==> config.mk <==
export PLATFORM = sky130hd
export DESIGN_NAME = memzo_top
export DESIGN_NICKNAME = d
export VERILOG_FILES = /design/src/core/memzo_pkg.sv /design/src/core/memzo_temp_adjust.sv /design/src/core/memzo_top.sv
export SDC_FILE = /design/constraint.sdc
export NUM_CORES = 1
export LEC_CHECK = 0
export ABC_CLOCK_PERIOD_IN_PS = 2750
export BUFFER_PORTS_ARGS = -buffer_cell sky130_fd_sc_hd__clkbuf_2
export CAP_MARGIN = 20
export CORE_ASPECT_RATIO = 0.9
export CORE_UTILIZATION = 53
export DETAILED_ROUTE_END_ITERATION = 8
export PLACE_DENSITY = 0.85
export SKIP_CTS_REPAIR_TIMING = 1
export SLEW_MARGIN = 20
export SYNTH_ARGS = -nofsm -noshare
export SYNTH_HDL_FRONTEND = slang
export SYNTH_SLANG_ARGS = --single-unit
==> constraint.sdc <==
create_clock -name clk_sys -period 2.75 [get_ports clk_sys]
set_input_delay 0 -clock clk_sys [delete_from_list [all_inputs] [get_ports clk_sys]]
set_output_delay 0 -clock clk_sys [all_outputs]
set_load 0.05 [all_outputs]
==> src/core/memzo_pkg.sv <==
// Constants for the miscellaneous error mask and zone offset register bank.
// Assumes an 8-bit register port driven by the serial interface engine.
package memzo_pkg;

	// Register offsets on the internal register port
	localparam logic [7:0] MEMZO_ADDR_MISC_MASK = 8'hED;
	localparam logic [7:0] MEMZO_ADDR_ZONE1A    = 8'hEE;
	localparam logic [7:0] MEMZO_ADDR_ZONE2A    = 8'hEF;

	// Reset values
	localparam logic [7:0] MEMZO_RST_MISC_MASK  = 8'h3F;
	localparam logic [7:0] MEMZO_RST_ZONE_OFS   = 8'h00;

	// Implemented field widths; bits above read as zero
	localparam int MEMZO_MASK_W = 6;
	localparam int MEMZO_OFS_W  = 6;

	// Mask bit positions
	localparam int MEMZO_BIT_HOT_ONE  = 0;
	localparam int MEMZO_BIT_HOT_TWO  = 1;
	localparam int MEMZO_BIT_GP_EIGHT = 2;
	localparam int MEMZO_BIT_GP_NINE  = 3;
	localparam int MEMZO_BIT_CPU_ONE  = 4;
	localparam int MEMZO_BIT_CPU_TWO  = 5;

	// Default temperature word width, one degree per LSB
	localparam int MEMZO_TEMP_W = 8;

endpackage

==> src/core/memzo_temp_adjust.sv <==
// Saturating adder for one temperature zone offset.
// Assumes signed two's complement temperature and offset, TEMP_W > OFS_W.
`timescale 1ns/1ps
module memzo_temp_adjust #(
	parameter int TEMP_W = 8,
	parameter int OFS_W  = 6
) (
	input  wire logic [TEMP_W-1:0] tempRaw,
	input  wire logic [OFS_W-1:0]  tempOffset,
	output logic      [TEMP_W-1:0] tempAdj
);

	logic [TEMP_W-1:0] ofsExt;
	logic [TEMP_W:0]   sumWide;

	// Sign extension and one guard bit so overflow is visible
	always_comb begin
		ofsExt  = {{(TEMP_W-OFS_W){tempOffset[OFS_W-1]}}, tempOffset};
		sumWide = {tempRaw[TEMP_W-1], tempRaw} + {ofsExt[TEMP_W-1], ofsExt};
		// Clamp rather than wrap: a wrapped hot reading would look cold
		if (sumWide[TEMP_W] != sumWide[TEMP_W-1]) begin
			if (sumWide[TEMP_W]) begin
				tempAdj = {1'b1, {(TEMP_W-1){1'b0}}};
			end else begin
				tempAdj = {1'b0, {(TEMP_W-1){1'b1}}};
			end
		end else begin
			tempAdj = sumWide[TEMP_W-1:0];
		end
	end

endmodule

==> src/core/memzo_top.sv <==
// Miscellaneous error mask and zone 1a / 2a temperature offset registers.
// Assumes the serial interface engine and measurement engine share clk_sys.
// What this block does
// - Mask bit 0 set suppresses regulator hot one error events.
// - Mask bit 1 set suppresses regulator hot two error events.
// - Mask bit 2 set suppresses general input eight error events.
// - Mask bit 3 set suppresses general input nine error events.
// - Mask bit 4 set suppresses analog input seven core voltage limit events.
// - Mask bit 5 set suppresses analog input eight core voltage limit events.
// - Signed 6-bit offset is added to each zone 1a/2a measurement when taken.
// - Every consumer sees only the offset-corrected zone temperature.
// - Offset spans +31 to -32 degrees, one degree per LSB.
`timescale 1ns/1ps
module memzo_top
	import memzo_pkg::*;
#(
	parameter int TEMP_W = MEMZO_TEMP_W
) (
	input  wire logic              clk_sys,
	input  wire logic              rst_n,
	input  wire logic [7:0]        regAddr,
	input  wire logic              regWrEn,
	input  wire logic [7:0]        regWrData,
	input  wire logic              regRdEn,
	output logic      [7:0]        regRdData,
	input  wire logic              regulatorHotOneInputEvt,
	input  wire logic              regulatorHotTwoInputEvt,
	input  wire logic              generalInputEightEvt,
	input  wire logic              generalInputNineEvt,
	input  wire logic              analogInputSevenEvt,
	input  wire logic              analogInputEightEvt,
	output logic                   regulatorHotOneErr,
	output logic                   regulatorHotTwoErr,
	output logic                   generalInputEightErr,
	output logic                   generalInputNineErr,
	output logic                   analogInputSevenErr,
	output logic                   analogInputEightErr,
	input  wire logic [TEMP_W-1:0] zoneOneARaw,
	input  wire logic              zoneOneARawVld,
	input  wire logic [TEMP_W-1:0] zoneTwoARaw,
	input  wire logic              zoneTwoARawVld,
	output logic      [TEMP_W-1:0] zoneOneATemp,
	output logic                   zoneOneATempVld,
	output logic      [TEMP_W-1:0] zoneTwoATemp,
	output logic                   zoneTwoATempVld
);

	typedef struct packed {
		logic [MEMZO_MASK_W-1:0] mask;
		logic [MEMZO_OFS_W-1:0]  zoneOneAOffset;
		logic [MEMZO_OFS_W-1:0]  zoneTwoAOffset;
		logic [MEMZO_MASK_W-1:0] errOut;
		logic [TEMP_W-1:0]       zoneOneATemp;
		logic                    zoneOneAVld;
		logic [TEMP_W-1:0]       zoneTwoATemp;
		logic                    zoneTwoAVld;
		logic [7:0]              rdData;
	} memzo_state_t;

	memzo_state_t st_r;
	memzo_state_t st_nxt;

	logic [MEMZO_MASK_W-1:0] evIn;
	logic [TEMP_W-1:0]       zoneOneAAdj;
	logic [TEMP_W-1:0]       zoneTwoAAdj;

	assign evIn = {analogInputEightEvt, analogInputSevenEvt,
		generalInputNineEvt, generalInputEightEvt,
		regulatorHotTwoInputEvt, regulatorHotOneInputEvt};

	// One adder per zone, same arithmetic for both
	memzo_temp_adjust #(
		.TEMP_W (TEMP_W),
		.OFS_W  (MEMZO_OFS_W)
	) uZoneOneA (
		.tempRaw    (zoneOneARaw),
		.tempOffset (st_r.zoneOneAOffset),
		.tempAdj    (zoneOneAAdj)
	);

	memzo_temp_adjust #(
		.TEMP_W (TEMP_W),
		.OFS_W  (MEMZO_OFS_W)
	) uZoneTwoA (
		.tempRaw    (zoneTwoARaw),
		.tempOffset (st_r.zoneTwoAOffset),
		.tempAdj    (zoneTwoAAdj)
	);

	// Next state: register writes, event masking, temperature capture
	always_comb begin
		st_nxt = st_r;
		// Only the low six bits exist; upper write bits are dropped
		if (regWrEn) begin
			unique case (regAddr)
				MEMZO_ADDR_MISC_MASK: st_nxt.mask = regWrData[MEMZO_MASK_W-1:0];
				MEMZO_ADDR_ZONE1A: begin
					st_nxt.zoneOneAOffset = regWrData[MEMZO_OFS_W-1:0];
				end
				MEMZO_ADDR_ZONE2A: begin
					st_nxt.zoneTwoAOffset = regWrData[MEMZO_OFS_W-1:0];
				end
				default: ;
			endcase
		end
		// Masking uses the mask as it stood when the event arrived
		st_nxt.errOut[MEMZO_BIT_HOT_ONE] = evIn[MEMZO_BIT_HOT_ONE]
			& ~st_r.mask[MEMZO_BIT_HOT_ONE];
		st_nxt.errOut[MEMZO_BIT_HOT_TWO] = evIn[MEMZO_BIT_HOT_TWO]
			& ~st_r.mask[MEMZO_BIT_HOT_TWO];
		st_nxt.errOut[MEMZO_BIT_GP_EIGHT] = evIn[MEMZO_BIT_GP_EIGHT]
			& ~st_r.mask[MEMZO_BIT_GP_EIGHT];
		st_nxt.errOut[MEMZO_BIT_GP_NINE] = evIn[MEMZO_BIT_GP_NINE]
			& ~st_r.mask[MEMZO_BIT_GP_NINE];
		st_nxt.errOut[MEMZO_BIT_CPU_ONE] = evIn[MEMZO_BIT_CPU_ONE]
			& ~st_r.mask[MEMZO_BIT_CPU_ONE];
		st_nxt.errOut[MEMZO_BIT_CPU_TWO] = evIn[MEMZO_BIT_CPU_TWO]
			& ~st_r.mask[MEMZO_BIT_CPU_TWO];
		// The raw value never leaves the block; only the adjusted one is held
		st_nxt.zoneOneAVld = zoneOneARawVld;
		st_nxt.zoneTwoAVld = zoneTwoARawVld;
		if (zoneOneARawVld) begin
			st_nxt.zoneOneATemp = zoneOneAAdj;
		end
		if (zoneTwoARawVld) begin
			st_nxt.zoneTwoATemp = zoneTwoAAdj;
		end
		// Read data: reserved bits zero, unmapped offsets read zero
		if (regRdEn) begin
			unique case (regAddr)
				MEMZO_ADDR_MISC_MASK: st_nxt.rdData = {2'h0, st_r.mask};
				MEMZO_ADDR_ZONE1A: st_nxt.rdData = {2'h0, st_r.zoneOneAOffset};
				MEMZO_ADDR_ZONE2A: st_nxt.rdData = {2'h0, st_r.zoneTwoAOffset};
				default: st_nxt.rdData = 8'h00;
			endcase
		end
	end

	// State register
	always_ff @(posedge clk_sys or negedge rst_n) begin
		if (!rst_n) begin
			st_r                <= '0;
			st_r.mask           <= MEMZO_RST_MISC_MASK[MEMZO_MASK_W-1:0];
			st_r.zoneOneAOffset <= MEMZO_RST_ZONE_OFS[MEMZO_OFS_W-1:0];
			st_r.zoneTwoAOffset <= MEMZO_RST_ZONE_OFS[MEMZO_OFS_W-1:0];
		end else begin
			st_r <= st_nxt;
		end
	end

	// Outputs straight from flip-flops
	assign regRdData            = st_r.rdData;
	assign regulatorHotOneErr   = st_r.errOut[MEMZO_BIT_HOT_ONE];
	assign regulatorHotTwoErr   = st_r.errOut[MEMZO_BIT_HOT_TWO];
	assign generalInputEightErr = st_r.errOut[MEMZO_BIT_GP_EIGHT];
	assign generalInputNineErr  = st_r.errOut[MEMZO_BIT_GP_NINE];
	assign analogInputSevenErr  = st_r.errOut[MEMZO_BIT_CPU_ONE];
	assign analogInputEightErr  = st_r.errOut[MEMZO_BIT_CPU_TWO];
	assign zoneOneATemp         = st_r.zoneOneATemp;
	assign zoneOneATempVld      = st_r.zoneOneAVld;
	assign zoneTwoATemp         = st_r.zoneTwoATemp;
	assign zoneTwoATempVld      = st_r.zoneTwoAVld;

	// Checking helpers: independent integer model of the clamped sum
	function automatic int refAdj(input logic [TEMP_W-1:0] raw,
		input logic [MEMZO_OFS_W-1:0] ofs);
		int s;
		s = int'($signed(raw)) + int'($signed(ofs));
		if (s > (2 ** (TEMP_W - 1)) - 1) begin
			s = (2 ** (TEMP_W - 1)) - 1;
		end
		if (s < -(2 ** (TEMP_W - 1))) begin
			s = -(2 ** (TEMP_W - 1));
		end
		return s;
	endfunction

	logic [MEMZO_MASK_W-1:0] maskNow;
	int                      refOne;
	int                      refTwo;
	assign maskNow = st_r.mask;
	assign refOne  = refAdj(zoneOneARaw, st_r.zoneOneAOffset);
	assign refTwo  = refAdj(zoneTwoARaw, st_r.zoneTwoAOffset);
endmodule

==> run metrics, run 1 <==
critical path arrival=2620 ps; number of global-route vias before repair=1930; Reg power frac=46.4%; Yosys warnings=0; static leakage power=1.58 nW; cells on worst reg2reg path=9; sequential area share after synthesis=42.6%; Sink Count=48; Core Area=4980 sq um; Synth async-reset ratio=100%; Max Fclk=412 MHz; total I/O pin count=76; initial core utilization=57.0%; flops & latches, synth=48; dpl hpwl=4.38 mm; initial DRC count=84; Worst Tran Pin Value=942 ps; CP cell instances=ha_1 -> inv_1 -> fa_1 -> nand2b_1 -> a21o_1 -> a21boi_1 -> a2bb2oi_2 -> nand3_2 -> a311oi_1; vias=2136; max-slew headroom at the worst pin=37.2%; n_diodes=0; CP endpoint kind=flip-flop; ranking of synthesized cells by area=dfrtp_1, mux2_2, ha_1; first-pass GRT wire length=9.03 mm; RSZ-0062 raised after global routing=false; # placed instances=369; Post-Route Setup TNS=0 ps; GP Congestion=0.803; Critical Path Source Type=flip-flop; logic gate share of total power=28.9%; Via density=5.48; Max Used Layer=met4; top fanout value on the critical path=7; largest net degree at the start of global routing=40; PwrDens=521 nW/um^2; met3 WL=247 microns; Area growth syn-to-layout=16.4%; endpoints failing setup=0; Final ANT Viol Nets=0; cell-internal power=1.11 mW; Slew Limit Fails=0; switching pwr=0.608 mW; DRC Markers=0; WS Path Type=reg2reg; number of flops mapped to enable cells by yosys=0; initial antenna violation count=0; Largest stage delay, worst path=400 ps; Fin Clk Skew=10.5 ps; drt total wl=5.84 mm; Synth top area share=37.0%; row count=24; CTS max path bufs=2; Pre-antenna DRT Iters=4; crit path max-delay cell type=dfrtp_1; failing checks=negative hold slack; max-cap violation count=0; number of H-tree levels=2; Syn Inst Count=261; die height=71.4 microns; net switching share of the total power=35.3%; most frequent cell after synthesis=dfrtp_1; Worst-path clk slew=100 ps; Hold Fails Final Rpt=3; wire length on met2=2.88 mm; CTS tree=built; Hold Path Depth=2; post-synth top area cell=dfrtp_1; share of cells above drive strength 1=36.3%; Clock Power Share=24.8%; Most used DFF post-synth=dfrtp_1; Remaining Overflow, GRT=0; die area=5650 sq um; Final #Nets=386; Power, Total=1.72 mW; Hold WC Path Type=in2reg; Post-synth top cells=dfrtp_1, buf_4, mux2_2; non-filler instance count after layout=390; Num CTS Buffers=5; Fillers=423; number of buffers added on ports=71; Max VDD drop=305 uV; period utilization=88.3%; post-synth cell types=49; met1 WL=2.66 mm; status=finished, violations left; CTS root buffer=clkbuf_8; fin crit period=2430 ps; worst endpoint required time=2940 ps; syn avg cell area=10.9 sq um; hold_ws=-11.0 ps; Die Wd=79.1 microns; Clock Latency Late Sink=300 ps; Mapped Area=2840 sq um; DR WL/cell=15.0 microns; Total GRT Usage=20.7%
## layer usage
layer  GRT usage [%]  vias up
li1                -     1054
met1            27.6     1015
met2            35.2       60
met3            3.57        7
met4            4.85        0
met5               0        -
## cell families (layout without fill, tap and decap cells)
| family | Yosys count | count (layout) | synth area share, % |
|---|---|---|---|
| AOI/OAI and AO/OA | 65 | 65 | 17.9 |
| other | 1 | 2 | 0.132 |
| xor gates and xnor gates | 7 | 7 | 2.16 |
| and+or+nand+nor | 51 | 51 | 9.56 |
| DFF | 48 | 48 | 42.6 |
| buffers and inverters | 46 | 109 | 9.34 |
| adders and majority gates | 18 | 18 | 8.46 |
| muxes | 25 | 25 | 9.87 |
## cell usage in the layout, fill, tap and decap left out, types with 2 or more instances in the layout
master          n
a311oi_1        7
clkbuf_2       71
fa_1            2
nor2b_1        11
nand2_1         4
o22a_1          6
o211ai_1        3
conb_1          2
nand4_1         2
a21o_1          5
xnor2_1         3
inv_1          16
a211oi_1        2
ha_1           16
a21oi_1         8
dfrtp_1        42
mux2_2         24
o21ai_0         5
nand2b_1        3
o22ai_1         6
nor4_1          2
clkbuf_8        5
nand3_1         5
xor2_1          4
o21a_1          3
dfstp_2         6
o31a_1          3
nor2_1         16
nor3_1          2
clkinvlp_4      2
a22oi_1         7
dlygate4sd3_1  13
## state kept, by name, summed over array words and instances (netlist names), 6 cells and up
| signal | cells |
|---|---|
| maskNow | 6 |
| st_r | 12 |
| zoneOneATemp | 8 |
| regRdData | 6 |
| zoneTwoATemp | 8 |
## cell type report
| type | count | area [sq um] | area share (%) |
|---|---|---|---|
| Timing Repair Buffer | 85 | 493 | 14.9 |
| Sequential cell | 48 | 1210 | 36.6 |
| Clock buffer | 5 | 68.8 | 2.08 |
| Multi-Input combinational cell | 168 | 1370 | 41.4 |
| Tap cell | 65 | 81.3 | 2.46 |
| Clock inverter | 3 | 23.8 | 0.719 |
| Inverter | 16 | 60.1 | 1.82 |
## power by group through the flow
| stage | combinational, mW | sequential [mW] | clock, mW |
|---|---|---|---|
| after floorplan | 0.394 | 0.824 | 0 |
| after global placement | 0.472 | 0.809 | 0 |
| after detailed placement | 0.483 | 0.813 | 0 |
| after CTS | 0.485 | 0.799 | 0.432 |
| after global routing | 0.535 | 0.806 | 0.457 |
| final | 0.497 | 0.798 | 0.427 |
## worst paths after layout
| path | from | endpoint | slack (ps) |
|---|---|---|---|
| max | st_r[32] | zoneTwoATemp[3] | 320 |
| min | regRdEn | regRdData[0] | -10 |
| max reg2reg | st_r[32] | zoneTwoATemp[3] | 320 |
| min reg2reg | zoneOneATemp[5] | zoneOneATemp[5] | 490 |
| max in group asynchronous | rst_n | zoneOneATemp[2] | 1680 |
| min in group asynchronous | rst_n | zoneTwoATemp[3] | 370 |
## worst max-delay path: cells and delay by family (launching register included)
family                   cells  cell delay, ps
buffers and inverters        1              60
AND/OR/NAND/NOR              2             370
AO/OA/AOI/OAI                4             920
flip-flops                   1             400
adder cells (fa/ha/maj)      2             590
## through the flow
step	setup WS [ps]	cell area (sq um)	util [%]	hold slack (ps)
2_1_floorplan	676	2840	-	-296
3_3_place_gp	451	3080	61.8	168
3_5_place_dp	322	3080	61.8	190
4_1_cts	297	3170	63.7	-135
5_1_grt	125	3300	66.3	10.0
6_report	323	3300	66.3	-11.0
(Power assumes the default switching activity.)
==> run 2, diff against run 1 <==
Settings changed: CORE_UTILIZATION 53 to 55, PLACE_DENSITY 0.85 to 0.86, SYNTH_HIERARCHICAL set to 1.
==> run 2 against run 1 <==
Net effect:
- the flow still finishes with violations (negative hold slack)
- via count increased by 29%
- power grew 22%
- sequential share of layout area fell by 5.8 points
- register-to-register slack got worse by 220 ps
- core utilization grew 0.85 points
- die area rose by 17%
- sequential power grew 4.0%
- clock skew down 3.1 ps
- first-iteration DRC count is 140% higher
- routed wire length increased by 29%
- worst setup slack got worse by 220 ps
- global-route usage up 2.4 points
- critical endpoint is now zoneOneATemp[6]
- largest power group unchanged
==> run metrics, run 2 <==
status=finished, violations left; failing checks=negative hold slack; Synth top area share=30.5% (-6.6 points); Hold Path Depth=2 (unchanged); syn avg cell area=10.3 sq um (-5.6%); Die Wd=85.5 microns (+8.0%); most frequent cell after synthesis=dfrtp_1; top fanout value on the critical path=4 (-3); Post-Route Setup TNS=0 ps (unchanged); CTS max path bufs=2 (unchanged); mux contribution to synthesized area=13.4% (+3.5 points); max-slew headroom at the worst pin=48.1% (+11 points); first-pass GRT wire length=12.0 mm (+33%); Via density=5.90 (+7.8%); largest reg by FF count=st_r; max-cap violation count=0 (unchanged); largest net degree at the start of global routing=33 (-18%); Critical Path Source Type=flip-flop; Worst Tran Pin Value=779 ps (-163 ps); most frequent cells in the layout=clkbuf_2, dfrtp_1, mux2_2, inv_1, a21oi_1; Max VDD drop=354 uV (+16%); Mapped Area=3450 sq um (+22%); initial DRC count=200 (+140%); Synth Area in XOR/XNOR=1.27% (-0.89 points); GP Congestion=0.877 (+9.2%); CTS tree=built; number of H-tree levels=2 (unchanged); drt total wl=7.51 mm (+29%); commonest non-fill, non-tap cell in the layout=clkbuf_2; DRC Markers=0 (unchanged); number of flip-flops in the largest register=12 (unchanged); Hold WC Path Type=in2reg; flops & latches, synth=48 (unchanged); die area=6600 sq um (+17%); Simple-Gate Fraction of Synth Area=14.5% (+5.0 points); combinational family with the most area after synthesis=compound AO/OA/AOI/OAI gates; initial core utilization=58.9% (+2.0 points); fin crit period=2640 ps (+218 ps); CP endpoint kind=flip-flop; Remaining Overflow, GRT=0 (unchanged); die height=77.1 microns (+8.0%); ranking of synthesized cells by area=dfrtp_1, mux2_2, ha_1; number of global-route vias before repair=2536 (+31%); post-synth cell types=69 (+41%); Slew Limit Fails=0 (unchanged); Final #Nets=459 (+19%); Num CTS Buffers=5 (unchanged); n_diodes=0 (unchanged); CTS root buffer=clkbuf_8; Pre-antenna DRT Iters=4 (unchanged); PwrDens=534 nW/um^2 (+2.4%); cells on worst reg2reg path=9 (unchanged); static leakage power=1.81 nW (+15%); row count=26 (+8.3%); sequential area share after synthesis=35.0% (-7.5 points); DR WL/cell=16.0 microns (+7.2%); Max Fclk=378 MHz (-8.2%); non-filler instance count after layout=468 (+20%); Total GRT Usage=23.0% (+2.4 points); vias=2763 (+29%); share of cells above drive strength 1=39.2% (+2.9 points); period utilization=96.2% (+7.9 points); Sink Count=48 (unchanged); Yosys warnings=6 (+6); post-synth top area cell=dfrtp_1; total I/O pin count=76 (unchanged); WS Path Type=reg2reg; Hold Fails Final Rpt=5 (+2); Synth async-reset ratio=100% (unchanged); # placed instances=445 (+21%); number of flops mapped to enable cells by yosys=0 (unchanged); critical path arrival=2830 ps (+210 ps); initial antenna violation count=0 (unchanged); Final ANT Viol Nets=0 (unchanged); Most used DFF post-synth=dfrtp_1; Worst-path clk slew=90 ps (about the same); post-synthesis compound-gate area fraction=18.2% (+0.27 points); Area growth syn-to-layout=13.9%; Fin Clk Skew=7.36 ps (-3.09 ps); Syn Inst Count=336 (+29%); Core Area=5860 sq um (+17%); endpoints failing setup=0 (unchanged); RSZ-0062 raised after global routing=false; dpl hpwl=5.65 mm (+29%); Clock Latency Late Sink=300 ps (about the same); number of buffers added on ports=71 (unchanged); hold_ws=-21.7 ps (-10.7 ps); Adder-Cell Fraction of Synth Area=7.58% (-0.88 points); worst endpoint required time=2940 ps (about the same); Post-synth top cells=dfrtp_1, mux2_2, buf_4
[run 2: cell families after synthesis]
family	count (synthesis)
AOI/OAI and AO/OA	85
and+or+nand+nor	80
buffers and inverters	56
DFF	48
muxes	41
adders and majority gates	20
xor gates and xnor gates	5
other	1
[run 2: critical path: stages (launching register included)]
cell and delay, ps:
dfrtp_1 380, ha_1 180, inv_1 60, fa_1 430, nand2b_2 240, a21o_1 230, a311oi_4 370, maj3_2 260
o221ai_1 110, mux2_2 280
[run 2: routing by layer]
metal / GRT usage, % / wire [microns] / vias to the layer above
li1: - / - / 1332
met1: 30.4 / 3410 / 1322
met2: 37.8 / 3620 / 94
met3: 4.52 / 348 / 15
met4: 7.50 / 132 / 0
met5: 0 / 0 / -
[run 2: area by class of cell]
class | instances | area, sq um
Fill cell | 467 | 1920
Multi-Input combinational cell | 233 | 1920
Sequential cell | 48 | 1210
Timing Repair Buffer | 89 | 528
Tap cell | 70 | 87.6
Inverter | 20 | 75.1
Clock buffer | 5 | 68.8
Clock inverter | 3 | 42.5
[run 2: power breakdown]
group | internal [mW] | switching, mW
Clock | 0.269 | 0.234
Sequential | 0.785 | 0.0444
Combinational | 0.263 | 0.502
Total | 1.32 | 0.780
[run 2: per-stage QoR]
step,utilization (%),area [sq um],power (mW),setup WS (ps)
after detailed placement,62.4,3650,1.58,103
after global placement,62.4,3650,1.56,231
after CTS,64.3,3760,2.09,72.8
final,67.1,3930,2.10,105
after global routing,67.1,3930,2.21,23.9
after floorplan,-,3450,1.49,336
[run 2: path summary, 6_finish.rpt]
check	start	end	slack [ps]
worst max register to register	st_r[38]	zoneOneATemp[6]	110
worst min register to register	maskNow[5]	analogInputEightErr	510
max in group asynchronous	rst_n	maskNow[5]	1660
min in group asynchronous	rst_n	zoneTwoATemp[7]	310
worst max-delay path	st_r[38]	zoneOneATemp[6]	110
worst min-delay path	regRdEn	regRdData[4]	-20
